[src/verilog/sghc_defs.svh]
// constants for the gate and hold-off controller
// assumes inclusion by bare name from design files
`ifndef SGHC_DEFS_SVH
`define SGHC_DEFS_SVH
`define SGHC_CLK_MHZ 200
`define SGHC_CNT_W 24
`define SGHC_THR_W 8
`define SGHC_PULSE_NS 10
`define SGHC_PULSE_CYC ((`SGHC_PULSE_NS * `SGHC_CLK_MHZ + 999) / 1000)
`define SGHC_RESTORE_NS 20
`define SGHC_RESTORE_CYC ((`SGHC_RESTORE_NS * `SGHC_CLK_MHZ + 999) / 1000)
`define SGHC_ADDR_W 4
`define SGHC_A_CTRL 4'h0
`define SGHC_A_GATE 4'h1
`define SGHC_A_HOLD 4'h2
`define SGHC_A_PER 4'h3
`define SGHC_A_THR 4'h4
`define SGHC_A_STAT 4'h5
`define SGHC_A_COUNT 4'h6
`define SGHC_B_EN 0
`define SGHC_B_GATED 1
`define SGHC_B_INTTRIG 2
`define SGHC_GATE_RST 24'h000014
`define SGHC_HOLD_RST 24'h000190
`define SGHC_PER_RST 24'h0000C8
`define SGHC_THR_RST 8'h80
`endif

[src/verilog/sghc_pkg.sv]
// types for the gate and hold-off controller
// assumes the defs header sits beside it
package sghc_pkg;
  // detector control phases
  typedef enum logic [2:0] {
    SGHC_IDLE = 3'b000,
    SGHC_WAIT = 3'b001,
    SGHC_ARMED = 3'b010,
    SGHC_QUENCH = 3'b011,
    SGHC_HOLD = 3'b100,
    SGHC_RESTORE = 3'b101
  } sghc_state_t;
endpackage

[src/verilog/sghc_top.sv]
// gate and hold-off controller for an avalanche detector
// assumes synchronous avalanche and trigger inputs, 200 MHz clock
// Notes on behaviour
// - one pulse per avalanche, rising edge marks
// - armed output high while detector enabled
// - armed output low during hold-off
// - trigger output off unless internal trigger chosen
// - trigger output carries internal periodic reference in gated mode with internal trigger chosen
// - triggers only matter with gated head
// - external trigger qualified by programmable threshold
// - gated mode enables detector for gate width
// - hold-off suppresses gates after each avalanche
// - free-running re-arms after quench plus hold-off
// - bias restored before next detection allowed
//
// The register addresses and the plain strobed port were decided locally.
`timescale 1ns/1ps
`include "sghc_defs.svh"
module sghc_top
  import sghc_pkg::*;
#(
  parameter int CNT_W = `SGHC_CNT_W,
  parameter int THR_W = `SGHC_THR_W
) (
  // clock and reset
  input wire logic CLK_I,
  input wire logic RST_B_I,
  // register port
  input wire logic [`SGHC_ADDR_W-1:0] ADDR_I,
  input wire logic [31:0] WDATA_I,
  input wire logic WR_I,
  input wire logic RD_I,
  output logic [31:0] RDATA_O,
  // front end
  input wire logic AVAL_I,
  input wire logic QUENCHED_I,
  input wire logic [THR_W-1:0] TRIG_LEVEL_I,
  output logic DET_EN_O,
  output logic QUENCH_O,
  // panel outputs
  output logic PHOTON_O,
  output logic ARMED_O,
  output logic TRIG_OUT_O
);
  logic rst_s1_reg; // reset synchroniser
  logic rst_n;
  // registers written by software, then the avalanche counter
  logic [2:0] ctrl_reg;
  logic [CNT_W-1:0] gate_width_reg;
  logic [CNT_W-1:0] holdoff_time_reg;
  logic [CNT_W-1:0] period_reg;
  logic [THR_W-1:0] thr_reg;
  logic [31:0] count_reg; // avalanche counter
  // engine state
  sghc_state_t state_reg, state_next;
  logic [CNT_W-1:0] cnt_reg, cnt_next; // gate/hold/restore timer
  logic [CNT_W-1:0] per_reg; // period timer
  logic [7:0] pulse_reg; // photon pulse timer
  logic ref_reg; // internal periodic reference
  logic ext_ev;
  logic en, gated, int_sel, gate_ev, tick, aval_ev;
  logic [31:0] rdata_next;

  // reset released through two flops
  always_ff @(posedge CLK_I or negedge RST_B_I) begin
    if (!RST_B_I) begin
      rst_s1_reg <= 1'b0;
      rst_n <= 1'b0;
    end else begin
      rst_s1_reg <= 1'b1;
      rst_n <= rst_s1_reg;
    end
  end

  // decode of control bits
  assign en = ctrl_reg[`SGHC_B_EN];
  assign gated = ctrl_reg[`SGHC_B_GATED];
  assign int_sel = ctrl_reg[`SGHC_B_INTTRIG];
  assign tick = (per_reg == '0);
  // triggers count only for a gated head
  assign gate_ev = gated & (int_sel ? tick : ext_ev);
  assign aval_ev = AVAL_I & (state_reg == SGHC_ARMED);

  sghc_trig_qual #(.THR_W(THR_W)) u_qual (
    .clk_i(CLK_I),
    .rst_n_i(rst_n),
    .level_i(TRIG_LEVEL_I),
    .thr_i(thr_reg),
    .event_o(ext_ev)
  );

  // function: load value minus one, floored at zero
  function automatic logic [CNT_W-1:0] load_of(input logic [CNT_W-1:0] v);
    load_of = (v == '0) ? '0 : v - 1'b1;
  endfunction

  // register writes
  always_ff @(posedge CLK_I or negedge rst_n) begin
    if (!rst_n) begin
      ctrl_reg <= 3'h0;
      gate_width_reg <= CNT_W'(`SGHC_GATE_RST);
      holdoff_time_reg <= CNT_W'(`SGHC_HOLD_RST);
      period_reg <= CNT_W'(`SGHC_PER_RST);
      thr_reg <= THR_W'(`SGHC_THR_RST);
    end else if (WR_I) begin
      case (ADDR_I)
        `SGHC_A_CTRL: ctrl_reg <= WDATA_I[2:0];
        `SGHC_A_GATE: gate_width_reg <= WDATA_I[CNT_W-1:0];
        `SGHC_A_HOLD: holdoff_time_reg <= WDATA_I[CNT_W-1:0];
        `SGHC_A_PER: period_reg <= WDATA_I[CNT_W-1:0];
        `SGHC_A_THR: thr_reg <= WDATA_I[THR_W-1:0];
        default: ; // unmapped writes ignored
      endcase
    end
  end

  // read mux, data one cycle after strobe; unmapped reads zero
  always_comb begin
    rdata_next = 32'h0;
    unique case (ADDR_I)
      `SGHC_A_CTRL: rdata_next = {29'h0, ctrl_reg};
      `SGHC_A_GATE: rdata_next = 32'(gate_width_reg);
      `SGHC_A_HOLD: rdata_next = 32'(holdoff_time_reg);
      `SGHC_A_PER: rdata_next = 32'(period_reg);
      `SGHC_A_THR: rdata_next = 32'(thr_reg);
      `SGHC_A_STAT: rdata_next = {29'h0, state_reg};
      `SGHC_A_COUNT: rdata_next = count_reg;
      default: rdata_next = 32'h0;
    endcase
  end

  always_ff @(posedge CLK_I or negedge rst_n) begin
    if (!rst_n) RDATA_O <= 32'h0;
    else RDATA_O <= RD_I ? rdata_next : 32'h0;
  end

  // internal periodic reference generator
  always_ff @(posedge CLK_I or negedge rst_n) begin
    if (!rst_n) begin
      per_reg <= '0;
      ref_reg <= 1'b0;
    end else begin
      per_reg <= tick ? load_of(period_reg) : per_reg - 1'b1;
      ref_reg <= tick;
    end
  end

  // detector phase sequencing
  always_comb begin
    state_next = state_reg;
    cnt_next = (cnt_reg == '0) ? '0 : cnt_reg - 1'b1;
    unique case (state_reg)
      SGHC_IDLE: begin
        if (en) state_next = gated ? SGHC_WAIT : SGHC_ARMED;
      end
      SGHC_WAIT: begin
        if (!en) state_next = SGHC_IDLE;
        // mode switched to free-running: no gate will ever come
        else if (!gated) state_next = SGHC_ARMED;
        else if (gate_ev) begin
          state_next = SGHC_ARMED;
          cnt_next = load_of(gate_width_reg);
        end
      end
      SGHC_ARMED: begin
        if (!en) state_next = SGHC_IDLE;
        else if (AVAL_I) state_next = SGHC_QUENCH;
        else if (gated && cnt_reg == '0) state_next = SGHC_WAIT;
      end
      SGHC_QUENCH: begin
        if (QUENCHED_I) begin
          state_next = SGHC_HOLD;
          cnt_next = load_of(holdoff_time_reg);
        end
      end
      SGHC_HOLD: begin
        // gates arriving now are skipped
        if (cnt_reg == '0) begin
          state_next = SGHC_RESTORE;
          cnt_next = CNT_W'(`SGHC_RESTORE_CYC - 1);
        end
      end
      SGHC_RESTORE: begin
        // bias recovers; no detection reported
        if (cnt_reg == '0) begin
          if (!en) state_next = SGHC_IDLE;
          else state_next = gated ? SGHC_WAIT : SGHC_ARMED;
        end
      end
      default: state_next = SGHC_IDLE;
    endcase
  end

  // state, counters and registered outputs
  always_ff @(posedge CLK_I or negedge rst_n) begin
    if (!rst_n) begin
      state_reg <= SGHC_IDLE;
      cnt_reg <= '0;
      pulse_reg <= 8'h0;
      count_reg <= 32'h0;
      DET_EN_O <= 1'b0;
      QUENCH_O <= 1'b0;
      PHOTON_O <= 1'b0;
      ARMED_O <= 1'b0;
      TRIG_OUT_O <= 1'b0;
    end else begin
      state_reg <= state_next;
      cnt_reg <= cnt_next;
      if (aval_ev) pulse_reg <= 8'(`SGHC_PULSE_CYC);
      else if (pulse_reg != 8'h0) pulse_reg <= pulse_reg - 8'h01;
      if (aval_ev) count_reg <= count_reg + 32'h1;
      PHOTON_O <= aval_ev | (pulse_reg > 8'h1);
      DET_EN_O <= (state_next == SGHC_ARMED);
      QUENCH_O <= (state_next == SGHC_QUENCH);
      ARMED_O <= (state_next == SGHC_ARMED);
      TRIG_OUT_O <= gated & int_sel & ref_reg;
    end
  end
endmodule

[src/verilog/sghc_trig_qual.sv]
// trigger threshold qualifier: edge of sampled level over threshold
// assumes trigger samples synchronous to the clock
`timescale 1ns/1ps
`include "sghc_defs.svh"
module sghc_trig_qual #(
  parameter int THR_W = `SGHC_THR_W
) (
  input wire logic clk_i,
  input wire logic rst_n_i,
  // sample and threshold
  input wire logic [THR_W-1:0] level_i,
  input wire logic [THR_W-1:0] thr_i,
  // one-cycle crossing event
  output logic event_o
);
  logic above_reg; // last comparison
  logic above_now;
  assign above_now = (level_i >= thr_i);
  // rising crossing of threshold gives one event
  always_ff @(posedge clk_i or negedge rst_n_i) begin
    if (!rst_n_i) begin
      above_reg <= 1'b0;
      event_o <= 1'b0;
    end else begin
      above_reg <= above_now;
      event_o <= above_now & ~above_reg;
    end
  end
endmodule
[config.mk]
export PLATFORM = sky130hd
export DESIGN_NAME = sghc_top
export DESIGN_NICKNAME = d
export VERILOG_FILES = /design/src/verilog/sghc_pkg.sv /design/src/verilog/sghc_top.sv /design/src/verilog/sghc_trig_qual.sv
export VERILOG_INCLUDE_DIRS = /design/src /design/src/verilog
export SDC_FILE = /design/constraint.sdc
export NUM_CORES = 1
export LEC_CHECK = 0
export BUFFER_PORTS_ARGS = -buffer_cell sky130_fd_sc_hd__buf_2
export CAP_MARGIN = 30
export CORE_UTILIZATION = 35
export DETAILED_ROUTE_END_ITERATION = 10
export PLACE_DENSITY = 0.58
export SLEW_MARGIN = 20
export SYNTH_ARGS = -nofsm -noshare
export SYNTH_HDL_FRONTEND = slang
export SYNTH_HIERARCHICAL = 1
export SYNTH_SLANG_ARGS = --single-unit
[constraint.sdc]
create_clock -name CLK_I -period 8.5 [get_ports CLK_I]
set_input_delay 1.275 -clock CLK_I [delete_from_list [all_inputs] [get_ports CLK_I]]
set_output_delay 1.275 -clock CLK_I [all_outputs]
set_load 0.02 [all_outputs]
# Yosys cells after proc, flatten, opt, wreduce, memory -nomap -nowiden
# Index checks and enable logic that the tools add are counted.
[totals] elab_cells=93 ff_bits=215 output_inout_bits=37 inputBits=50
[op_classes] bitwise=7 eq_ne=13 n_mux=29 add_sub_neg=7 reduce_logical=15 n_lt_le_gt_ge=2
[ops] cell="24-bit two-way mux" n=10
[ops] cell="32-bit one-hot mux with 7 select lines" n=1
[ops] cell="24-bit zero test" n=5
[ops] cell="24-bit by 1-bit subtractor with 24-bit output, second input constant" n=5
[ops] cell="24-bit one-hot mux with 3 select lines" n=1
[ops] cell="32-bit by 1-bit adder with 32-bit output, second input constant" n=1
[ops] cell="32-bit two-way mux" n=1
[ops] cell="3-bit two-way mux" n=10
[ops] cell="3-bit one-hot mux with 6 select lines" n=1
[ops] cell="8-bit two-way mux" n=2
[ops] cell="3-bit by 2-bit == test with 1-bit output, second input constant" n=4
[ops] cell="4-bit by 3-bit == test with 1-bit output, second input constant" n=3
[ops] cell="2-bit AND reduction" n=5
[ops] cell="4-bit by 2-bit == test with 1-bit output, second input constant" n=2
[ops] cell="8-bit >= comparator" n=1
[ops] cell="8-bit by 1-bit greater-than comparator with 1-bit output, second input constant" n=1
[ops] cell="8-bit nonzero test" n=1
[ops] cell="8-bit by 1-bit subtractor with 8-bit output, second input constant" n=1
[ops] cell="3-bit == test, second input constant" n=2
[ops] cell="1-bit AND" n=5
[ops] cell="4-bit by 1-bit == test with 1-bit output, second input constant" n=1
[ops] cell="4-bit zero test" n=1
[ops] cell="2-bit two-way mux" n=2
[ops] cell="3-bit by 1-bit == test with 1-bit output, second input constant" n=1
[ops] cell="other kinds (6)" n=6

# Longest topological paths before layout
# Gate-level depths: netlist of the first run.
[depth] ltp_word=8 mapped_depth=9 mapped_depth_nobuf=8

# Modules after synthesis
# Netlist of the first run, hierarchy kept.
[modules_own_cells] mod="sghc_top" cells_each=1083 area_each_um2=11327.1 seq_area_each_um2=5341.4 n_inst=1
[modules_own_cells] mod="sghc_trig_qual" cells_each=30 area_each_um2=284.0 seq_area_each_um2=50.0 n_inst=1

# Least setup slack after synthesis of the first run
# No wires, ideal clock.
[synth_path] path_kind="input port to flip-flop" startpoint="input ADDR_I[1]" endpoint="register gate_width_reg[10]" setup_time_ns=0.125 path_buffers=3 path_stages=7 t_arrival_ns=2.856 required_ns=8.375 path_slack_ns=5.519 cell_sequence="clkbuf_1 > nor2b_1 > and2_1 > clkbuf_1 > nand2_1 > clkbuf_1 > mux2_2"
[synth_between] elab_chain_len=2
[synth_rtl] item="from (decl)" line_no="sghc_top.sv:29" rtl="input wire logic [`SGHC_ADDR_W-1:0] ADDR_I,"
[synth_rtl] item="4-bit by 1-bit == test with 1-bit output" line_no="sghc_top.sv:106" rtl="case (ADDR_I)"
[synth_rtl] item="2-bit AND reduction (no line)"
[synth_rtl] item="to (signal assigned)" line_no="sghc_top.sv:101" rtl="gate_width_reg <= CNT_W'(`SGHC_GATE_RST);"
[synth_rtl] item="to (signal assigned)" line_no="sghc_top.sv:108" rtl="`SGHC_A_GATE: gate_width_reg <= WDATA_I[CNT_W-1:0];"
[synth_rtl] item="to (decl)" line_no="sghc_top.sv:49" rtl="logic [CNT_W-1:0] gate_width_reg;"
# Every way passes these cells.
# A chain may end at the register's enable or synchronous reset.

# Worst setup path after layout of the first run
[layout_path] startpoint="input AVAL_I" endpoint="register count_reg[31]"
[layout_between] elab_chain_len=1
[layout_rtl] item="from (decl)" line_no="sghc_top.sv:35" rtl="input wire logic AVAL_I,"
[layout_rtl] item="1-bit AND" line_no="sghc_top.sv:82" rtl="assign aval_ev = AVAL_I & (state_reg == SGHC_ARMED);"
[layout_rtl] item="to (signal assigned)" line_no="sghc_top.sv:211" rtl="if (aval_ev) count_reg <= count_reg + 32'h1;"
[layout_rtl] item="to (decl)" line_no="sghc_top.sv:53" rtl="logic [31:0] count_reg;"
# Every way passes these cells.

==> metrics.yaml, run 1 <==
timing:
  worstMarginPinSlew_ns: 0.8866
  timing.final.crit_share: 0.3528
  fin_ws_ns: 5.501
  finalSetupViolCount: 0
  grt_setup_unrepaired: "false"
  period_minus_slack_ns: 2.999
  skew_ns: 0.01428
  slew_viol_final: 0
  setup-tns-final_ns: 0
  max_freq_mhz: 333.5
  whs_ns: 0.1775
  slew_headroom: 0.4035
  hold_viol: 0
cells_and_area:
  area_growth_pct: 15.27
  n_fill_cell: 3186
  nets: 1257
  n_antenna_cell: 0
  final_layout_size_suffix_gt1_frac: 0.2292
  stdcell_count: 1646
  fin_area_um2: 13380
global_route:
  grt_usage: 0.1911
  antenna_found_initial: 1
  grt_max_degree: 77
  grt_overflow_total: 0
  grt_first_pass_wirelength_mm: 50.12
  grt_pass1_vias: 8755
logic_synthesis:
  yosysUniqueCellTypes: 76
  synth_cells: 1113
  ys.warnings.count: 6
  synth_area_leaders: "dfrtp_1 44%, mux2_2 8.3%, xor2_1 4.6%, xnor2_1 4.5%, a22oi_1 3.6%"
  synth.avg_cell_area_um2: 10.43
  synthArstFlopShare: 1.000
  netlist_area_um2: 11610
  ys.flop_type: "dfrtp_1"
  synth_top_area_cell: "dfrtp_1"
  syn_nets: 1183
  synth.most_common_cell: "dfrtp_1"
  synth-seq-area-share: 0.4643
  yosysTopAreaCellShare: 0.4440
  ys_seq_elements: 215
  synth_common_cells: "206 x dfrtp_1, 86 x mux2_2, 86 x nand2_1"
  synth_edf_count: 0
worst_setup_path:
  required_ns: 8.94
  cp_max_fo: 13
  r2r_slack_ns: 5.63
  slowest_delay_ns: 0.58
  endpoint_kind: "flop"
  regToRegEndpoint: "cnt_reg[23]$_DFF_PN0_"
  cpMaxStageDelayCell: "nor2b_1"
  crit_path_start_kind: "input pin"
  r2r_start: "holdoff_time_reg[9]$_DFFE_PN0P_"
  worstPathArrival_ns: 3.44
  worstPathCellList: "buf_2 > nor4bb_2 > buf_4 > and4_1 > nor2b_1 > nand2b_1 > nor2_1 > xor2_1"
  r2r_cells: 6
  critPathKind: "input pin to flop"
drt:
  first_pass_iters: 5
  drt-initial-drc-count: 576
  drt-total-wl_mm: 31.55
  viasPerCell: 5.392
  vias: 8876
  ant_nets: 0
  wl_per_cell_um: 19.17
  drc: 0
clock_network:
  numCtsBuffers: 24
  cts.sinks: 215
  tritoncts: "done"
  clkLatencyLatePin_ns: 0.53
  cts_max_path_buffers: 3
  clkTransAtPathRegs_ns: 0.06
  postCtsHoldBufs: 0
  post_cts.repair.setup_buffers: 0
  ctsRootBufferMaster: "clkbuf_16"
  ctsHtreeMaxLevel: 1
  cts_resized: 0
outcome:
  outcome: "complete, no violations"
die:
  initial_core_util: 0.3560
  rows: 66
  die_w_um: 184.1
  die_h_um: 184.1
  coreArea_um2: 32620
  ioPinCount: 87
  die_area_um2: 33910
power_and_ir_drop:
  swShare: 0.3234
  p_per_area_nw_per_um2: 242.2
  p_int_uw: 2193
  p_clk_frac: 0.327
  p_seq_frac: 0.460
  p_switching_uw: 1048
  cellLeakagePower_uw: 0.005598
  ir_drop_v: 0.0001315
  power.share.combinational: 0.213
run:
  cap_violations: 0
place:
  place_congestion: 0.8342
  dp_hpwl_mm: 22.86
  placed_cell_area_um2: 12490
  dp.cells: 1600
  io_buffers: 78
  pre_cts_ws_ns: 5.038
worst_hold_path:
  worstHoldPathType: "flop to asynchronous set/reset pin"
## routing by layer
layer	GRT usage	up-vias	wire [um]
li1	-	4185	-
met1	0.2800	4433	15400
met2	0.2965	226	14050
met3	0.03003	30	1634
met4	0.03833	2	454
met5	0	-	17
## layout make-up
type / instances / area, um2 / area share
multi-input cells: 820 / 5914 / 0.4419
inverters: 27 / 101.3 / 0.007572
repair buffers: 99 / 608.1 / 0.04543
clock buffers: 35 / 713.2 / 0.05329
well taps: 442 / 553.0 / 0.04132
clock inverters: 8 / 98.84 / 0.007385
flip-flops and latches: 215 / 5395 / 0.4031
## through the flow
stage / power, uW / util
6_report: 3241 / 0.4103
5_1_grt: 3420 / 0.4103
4_1_cts: 3259 / 0.4078
3_5_place_dp: 2183 / 0.3829
3_3_place_gp: 2162 / 0.3829
2_1_floorplan: 1947 / -
## critical path, delay by kind of cell
family / cells / cell delay, ns
simple gates: 5 / 1.60
buf+inv: 2 / 0.41
xor+xnor: 1 / 0.15
## layout by cell type, fill, tap and decap left out, drive strengths merged, types with 12 or more instances in the layout
master and count:
nor2b 12, xnor2 60, nor3 44, mux2 86, clkbuf 35, dfrtp 206, a21oi 37, o21ai 53
mux2i 12, nor2 67, buf 99, and3 16, nor4 32, a22oi 55, inv 27, nand2 88
nand4 13, ha 20, xor2 61, or3 16, nand3 25
## kinds of logic after synthesis
kind of cell	Yosys count	synth area share
DFF	215	0.4643
other	1	0.0003230
AOI/OAI and AO/OA	197	0.1206
muxes	98	0.09375
adders and majority gates	20	0.02155
and+or+nand+nor	383	0.1803
xor gates and xnor gates	121	0.09127
buffers and inverters	78	0.02791
## how the worst max path moves through the flow
stage / startpoint / end / slack, ns / cells past startpoint
4_1_cts: AVAL_I / count_reg[31]$_DFFE_PN0P_ / 5.55 / 8
3_3_place_gp: AVAL_I / count_reg[31]$_DFFE_PN0P_ / 5.05 / 8
5_1_grt: AVAL_I / count_reg[29]$_DFFE_PN0P_ / 5.34 / 8
3_5_place_dp: AVAL_I / count_reg[31]$_DFFE_PN0P_ / 5.04 / 8
2_1_floorplan: rst_n$_DFF_PN0_ / ARMED_O$_DFF_PN0_ / 2.08 / 0
6_report: AVAL_I / count_reg[31]$_DFFE_PN0P_ / 5.50 / 8
## power by group through the flow
| stage | clock (uW) | sequential (uW) | combinational, uW |
|---|---|---|---|
| 5_1_grt | 1120 | 1520 | 775 |
| 3_5_place_dp | 0 | 1510 | 678 |
| 2_1_floorplan | 0 | 1420 | 530 |
| 4_1_cts | 1090 | 1490 | 683 |
| 3_3_place_gp | 0 | 1500 | 664 |
| 6_report | 1060 | 1490 | 691 |
Power figures use the tool's default switching activity.
==> run 2: changes to the inputs <==
--- a/config.mk
+++ b/config.mk
@@ -10,7 +10,7 @@
 export CAP_MARGIN = 30
 export CORE_UTILIZATION = 35
 export DETAILED_ROUTE_END_ITERATION = 10
-export PLACE_DENSITY = 0.58
+export PLACE_DENSITY = 0.6
 export SLEW_MARGIN = 20
 export SYNTH_ARGS = -nofsm -noshare
 export SYNTH_HDL_FRONTEND = slang
==> constraint.sdc (replaced) <==
create_clock -name CLK_I -period 2.7 [get_ports CLK_I]
set_input_delay 0.405 -clock CLK_I [delete_from_list [all_inputs] [get_ports CLK_I]]
set_output_delay 0.405 -clock CLK_I [all_outputs]
set_load 0.02 [all_outputs]
==> run 2 against run 1 <==
Register-to-register slack worse by 5.4 ns. Clock skew increased by 0.0017 ns. Non-clock buffer count grew 38. Worst hold slack lost 0.0033 ns. Critical endpoint is now cnt_reg[23]$_DFF_PN0_. Largest power group unchanged.
==> metrics.yaml, run 2 (synthesized netlist as in run 1, its figures left out) <==
power_and_ir_drop:
  p_int_uw: 7323
  p_per_area_nw_per_um2: 778.1
  p_seq_frac: 0.432
  p_clk_frac: 0.349
  power.share.combinational: 0.219
  ir_drop_v: 0.0004789
  cellLeakagePower_uw: 0.005820
  swShare: 0.3162
  p_switching_uw: 3386
clock_network:
  post_cts.repair.setup_buffers: 0
  clkTransAtPathRegs_ns: 0.06
  tritoncts: "done"
  cts.sinks: 215
  clkLatencyLatePin_ns: 0.53
  ctsHtreeMaxLevel: 1
  cts_max_path_buffers: 3
  ctsRootBufferMaster: "clkbuf_16"
  cts_resized: 0
  numCtsBuffers: 25
  postCtsHoldBufs: 1
global_route:
  grt_first_pass_wirelength_mm: 51.16
  grt_pass1_vias: 8781
  grt_overflow_total: 0
  grt_max_degree: 53
  grt_usage: 0.1947
  antenna_found_initial: 1
worst_hold_path:
  hold_end: "gate_width_reg[21]$_DFFE_PN0P_"
  worstHoldPathType: "input pin to flop"
  hold_depth: 2
  min_from: "WDATA_I[21]"
timing:
  period_minus_slack_ns: 2.457
  worstMarginPinSlew_ns: 0.7181
  slew_viol_final: 0
  whs_ns: 0.1743
  setup-tns-final_ns: 0
  max_freq_mhz: 407.0
  finalSetupViolCount: 0
  fin_ws_ns: 0.2430
  slew_headroom: 0.5213
  grt_setup_unrepaired: "false"
  timing.final.crit_share: 0.9100
  hold_viol: 0
  skew_ns: 0.01594
worst_setup_path:
  timing.critical_path.buf_inv: 0
  crit_family: "simple AND/OR/NAND/NOR gates"
  required_ns: 3.10
  crit_path_start_kind: "flop"
  slowest_delay_ns: 0.51
  r2r_slack_ns: 0.24
  cpMaxStageDelayCell: "nor3_1"
  worstPathArrival_ns: 2.86
  regToRegEndpoint: "cnt_reg[23]$_DFF_PN0_"
  r2r_cells: 6
  endpoint_kind: "flop"
  cp-startpoint: "holdoff_time_reg[10]$_DFFE_PN0P_"
  worstPathCellList: "nor3_1 > nand4b_1 > nor4_1 > mux2i_1 > nor2_1 > a221o_1"
  critPathKind: "flop to flop"
  r2r_start: "holdoff_time_reg[10]$_DFFE_PN0P_"
  cp_max_fo: 6
drt:
  wl_met3_mm: 1.925
  drt-total-wl_mm: 31.98
  ant_nets: 0
  top_layer: "met4"
  met1_length_mm: 15.21
  vias: 9159
  drt-initial-drc-count: 752
  first_pass_iters: 7
  viasPerCell: 5.432
  wl_per_cell_um: 18.97
  drc: 0
  wl_met2_mm: 14.00
cells_and_area:
  multi_input_area_um2: 5914
  stdcell_count: 1686
  final-seq-area_um2: 5395
  final_common_cell: "dfrtp_1"
  nets: 1296
  n_fill_cell: 3139
  area_growth_pct: 18.53
  mostFrequentLayoutCells: "205 x dfrtp_1, 86 x nand2_1, 86 x mux2_2"
  final_layout_size_suffix_gt1_frac: 0.2542
die:
  coreArea_um2: 32620
  ioPinCount: 87
  die_area_um2: 33910
  rows: 66
  die_h_um: 184.1
  die_w_um: 184.1
  initial_core_util: 0.3560
outcome:
  outcome: "complete, no violations"
place:
  pre_cts_ws_ns: 0.1472
  dp_hpwl_mm: 23.74
  place_congestion: 0.8769
  io_buffers: 78
  dp.cells: 1639
run:
  cap_violations: 0
[run 2: worst max-delay path by stage]
stage	to	slack, ns	depth (start not counted)
floorplan	cnt_reg[23]$_DFF_PN0_	0.31	8
global placement	cnt_reg[6]$_DFF_PN0_	0.26	8
detailed placement	cnt_reg[7]$_DFF_PN0_	0.15	8
CTS	cnt_reg[7]$_DFF_PN0_	0.18	8
global route	per_reg[2]$_DFF_PN0_	0.02	9
finish	cnt_reg[23]$_DFF_PN0_	0.24	6
[run 2: through the flow]
step,instance area [um2],utilization,power [uW]
after global routing,13760,0.4219,11300
final,13760,0.4219,10710
after detailed placement,12830,0.3934,7002
after global placement,12830,0.3934,6928
after CTS,13760,0.4217,10780
after floorplan,11610,-,6127
[run 2: layer usage]
| metal | vias to the layer above | track usage |
|---|---|---|
| li1 | 4273 | - |
| met4 | 0 | 0.05000 |
| met5 | - | 0 |
| met2 | 298 | 0.2927 |
| met1 | 4538 | 0.2917 |
| met3 | 50 | 0.02608 |
[run 2: power by group through the flow]
stage / combinational (uW) / sequential [uW] / clock [uW]
floorplan: 1670 / 4460 / 0
global placement: 2290 / 4640 / 0
detailed placement: 2340 / 4660 / 0
CTS: 2350 / 4610 / 3820
global route: 2630 / 4730 / 3940
finish: 2340 / 4620 / 3740
[run 2: layout make-up]
| class | instances | area share |
|---|---|---|
| Tap cell | 442 | 0.04018 |
| Clock buffer | 31 | 0.04927 |
| Sequential cell | 215 | 0.3920 |
| Multi-Input combinational cell | 820 | 0.4297 |
| Antenna cell | 1 | 0.0001818 |
| Inverter | 27 | 0.007364 |
| Clock inverter | 13 | 0.01709 |
| Timing Repair Buffer | 137 | 0.06418 |
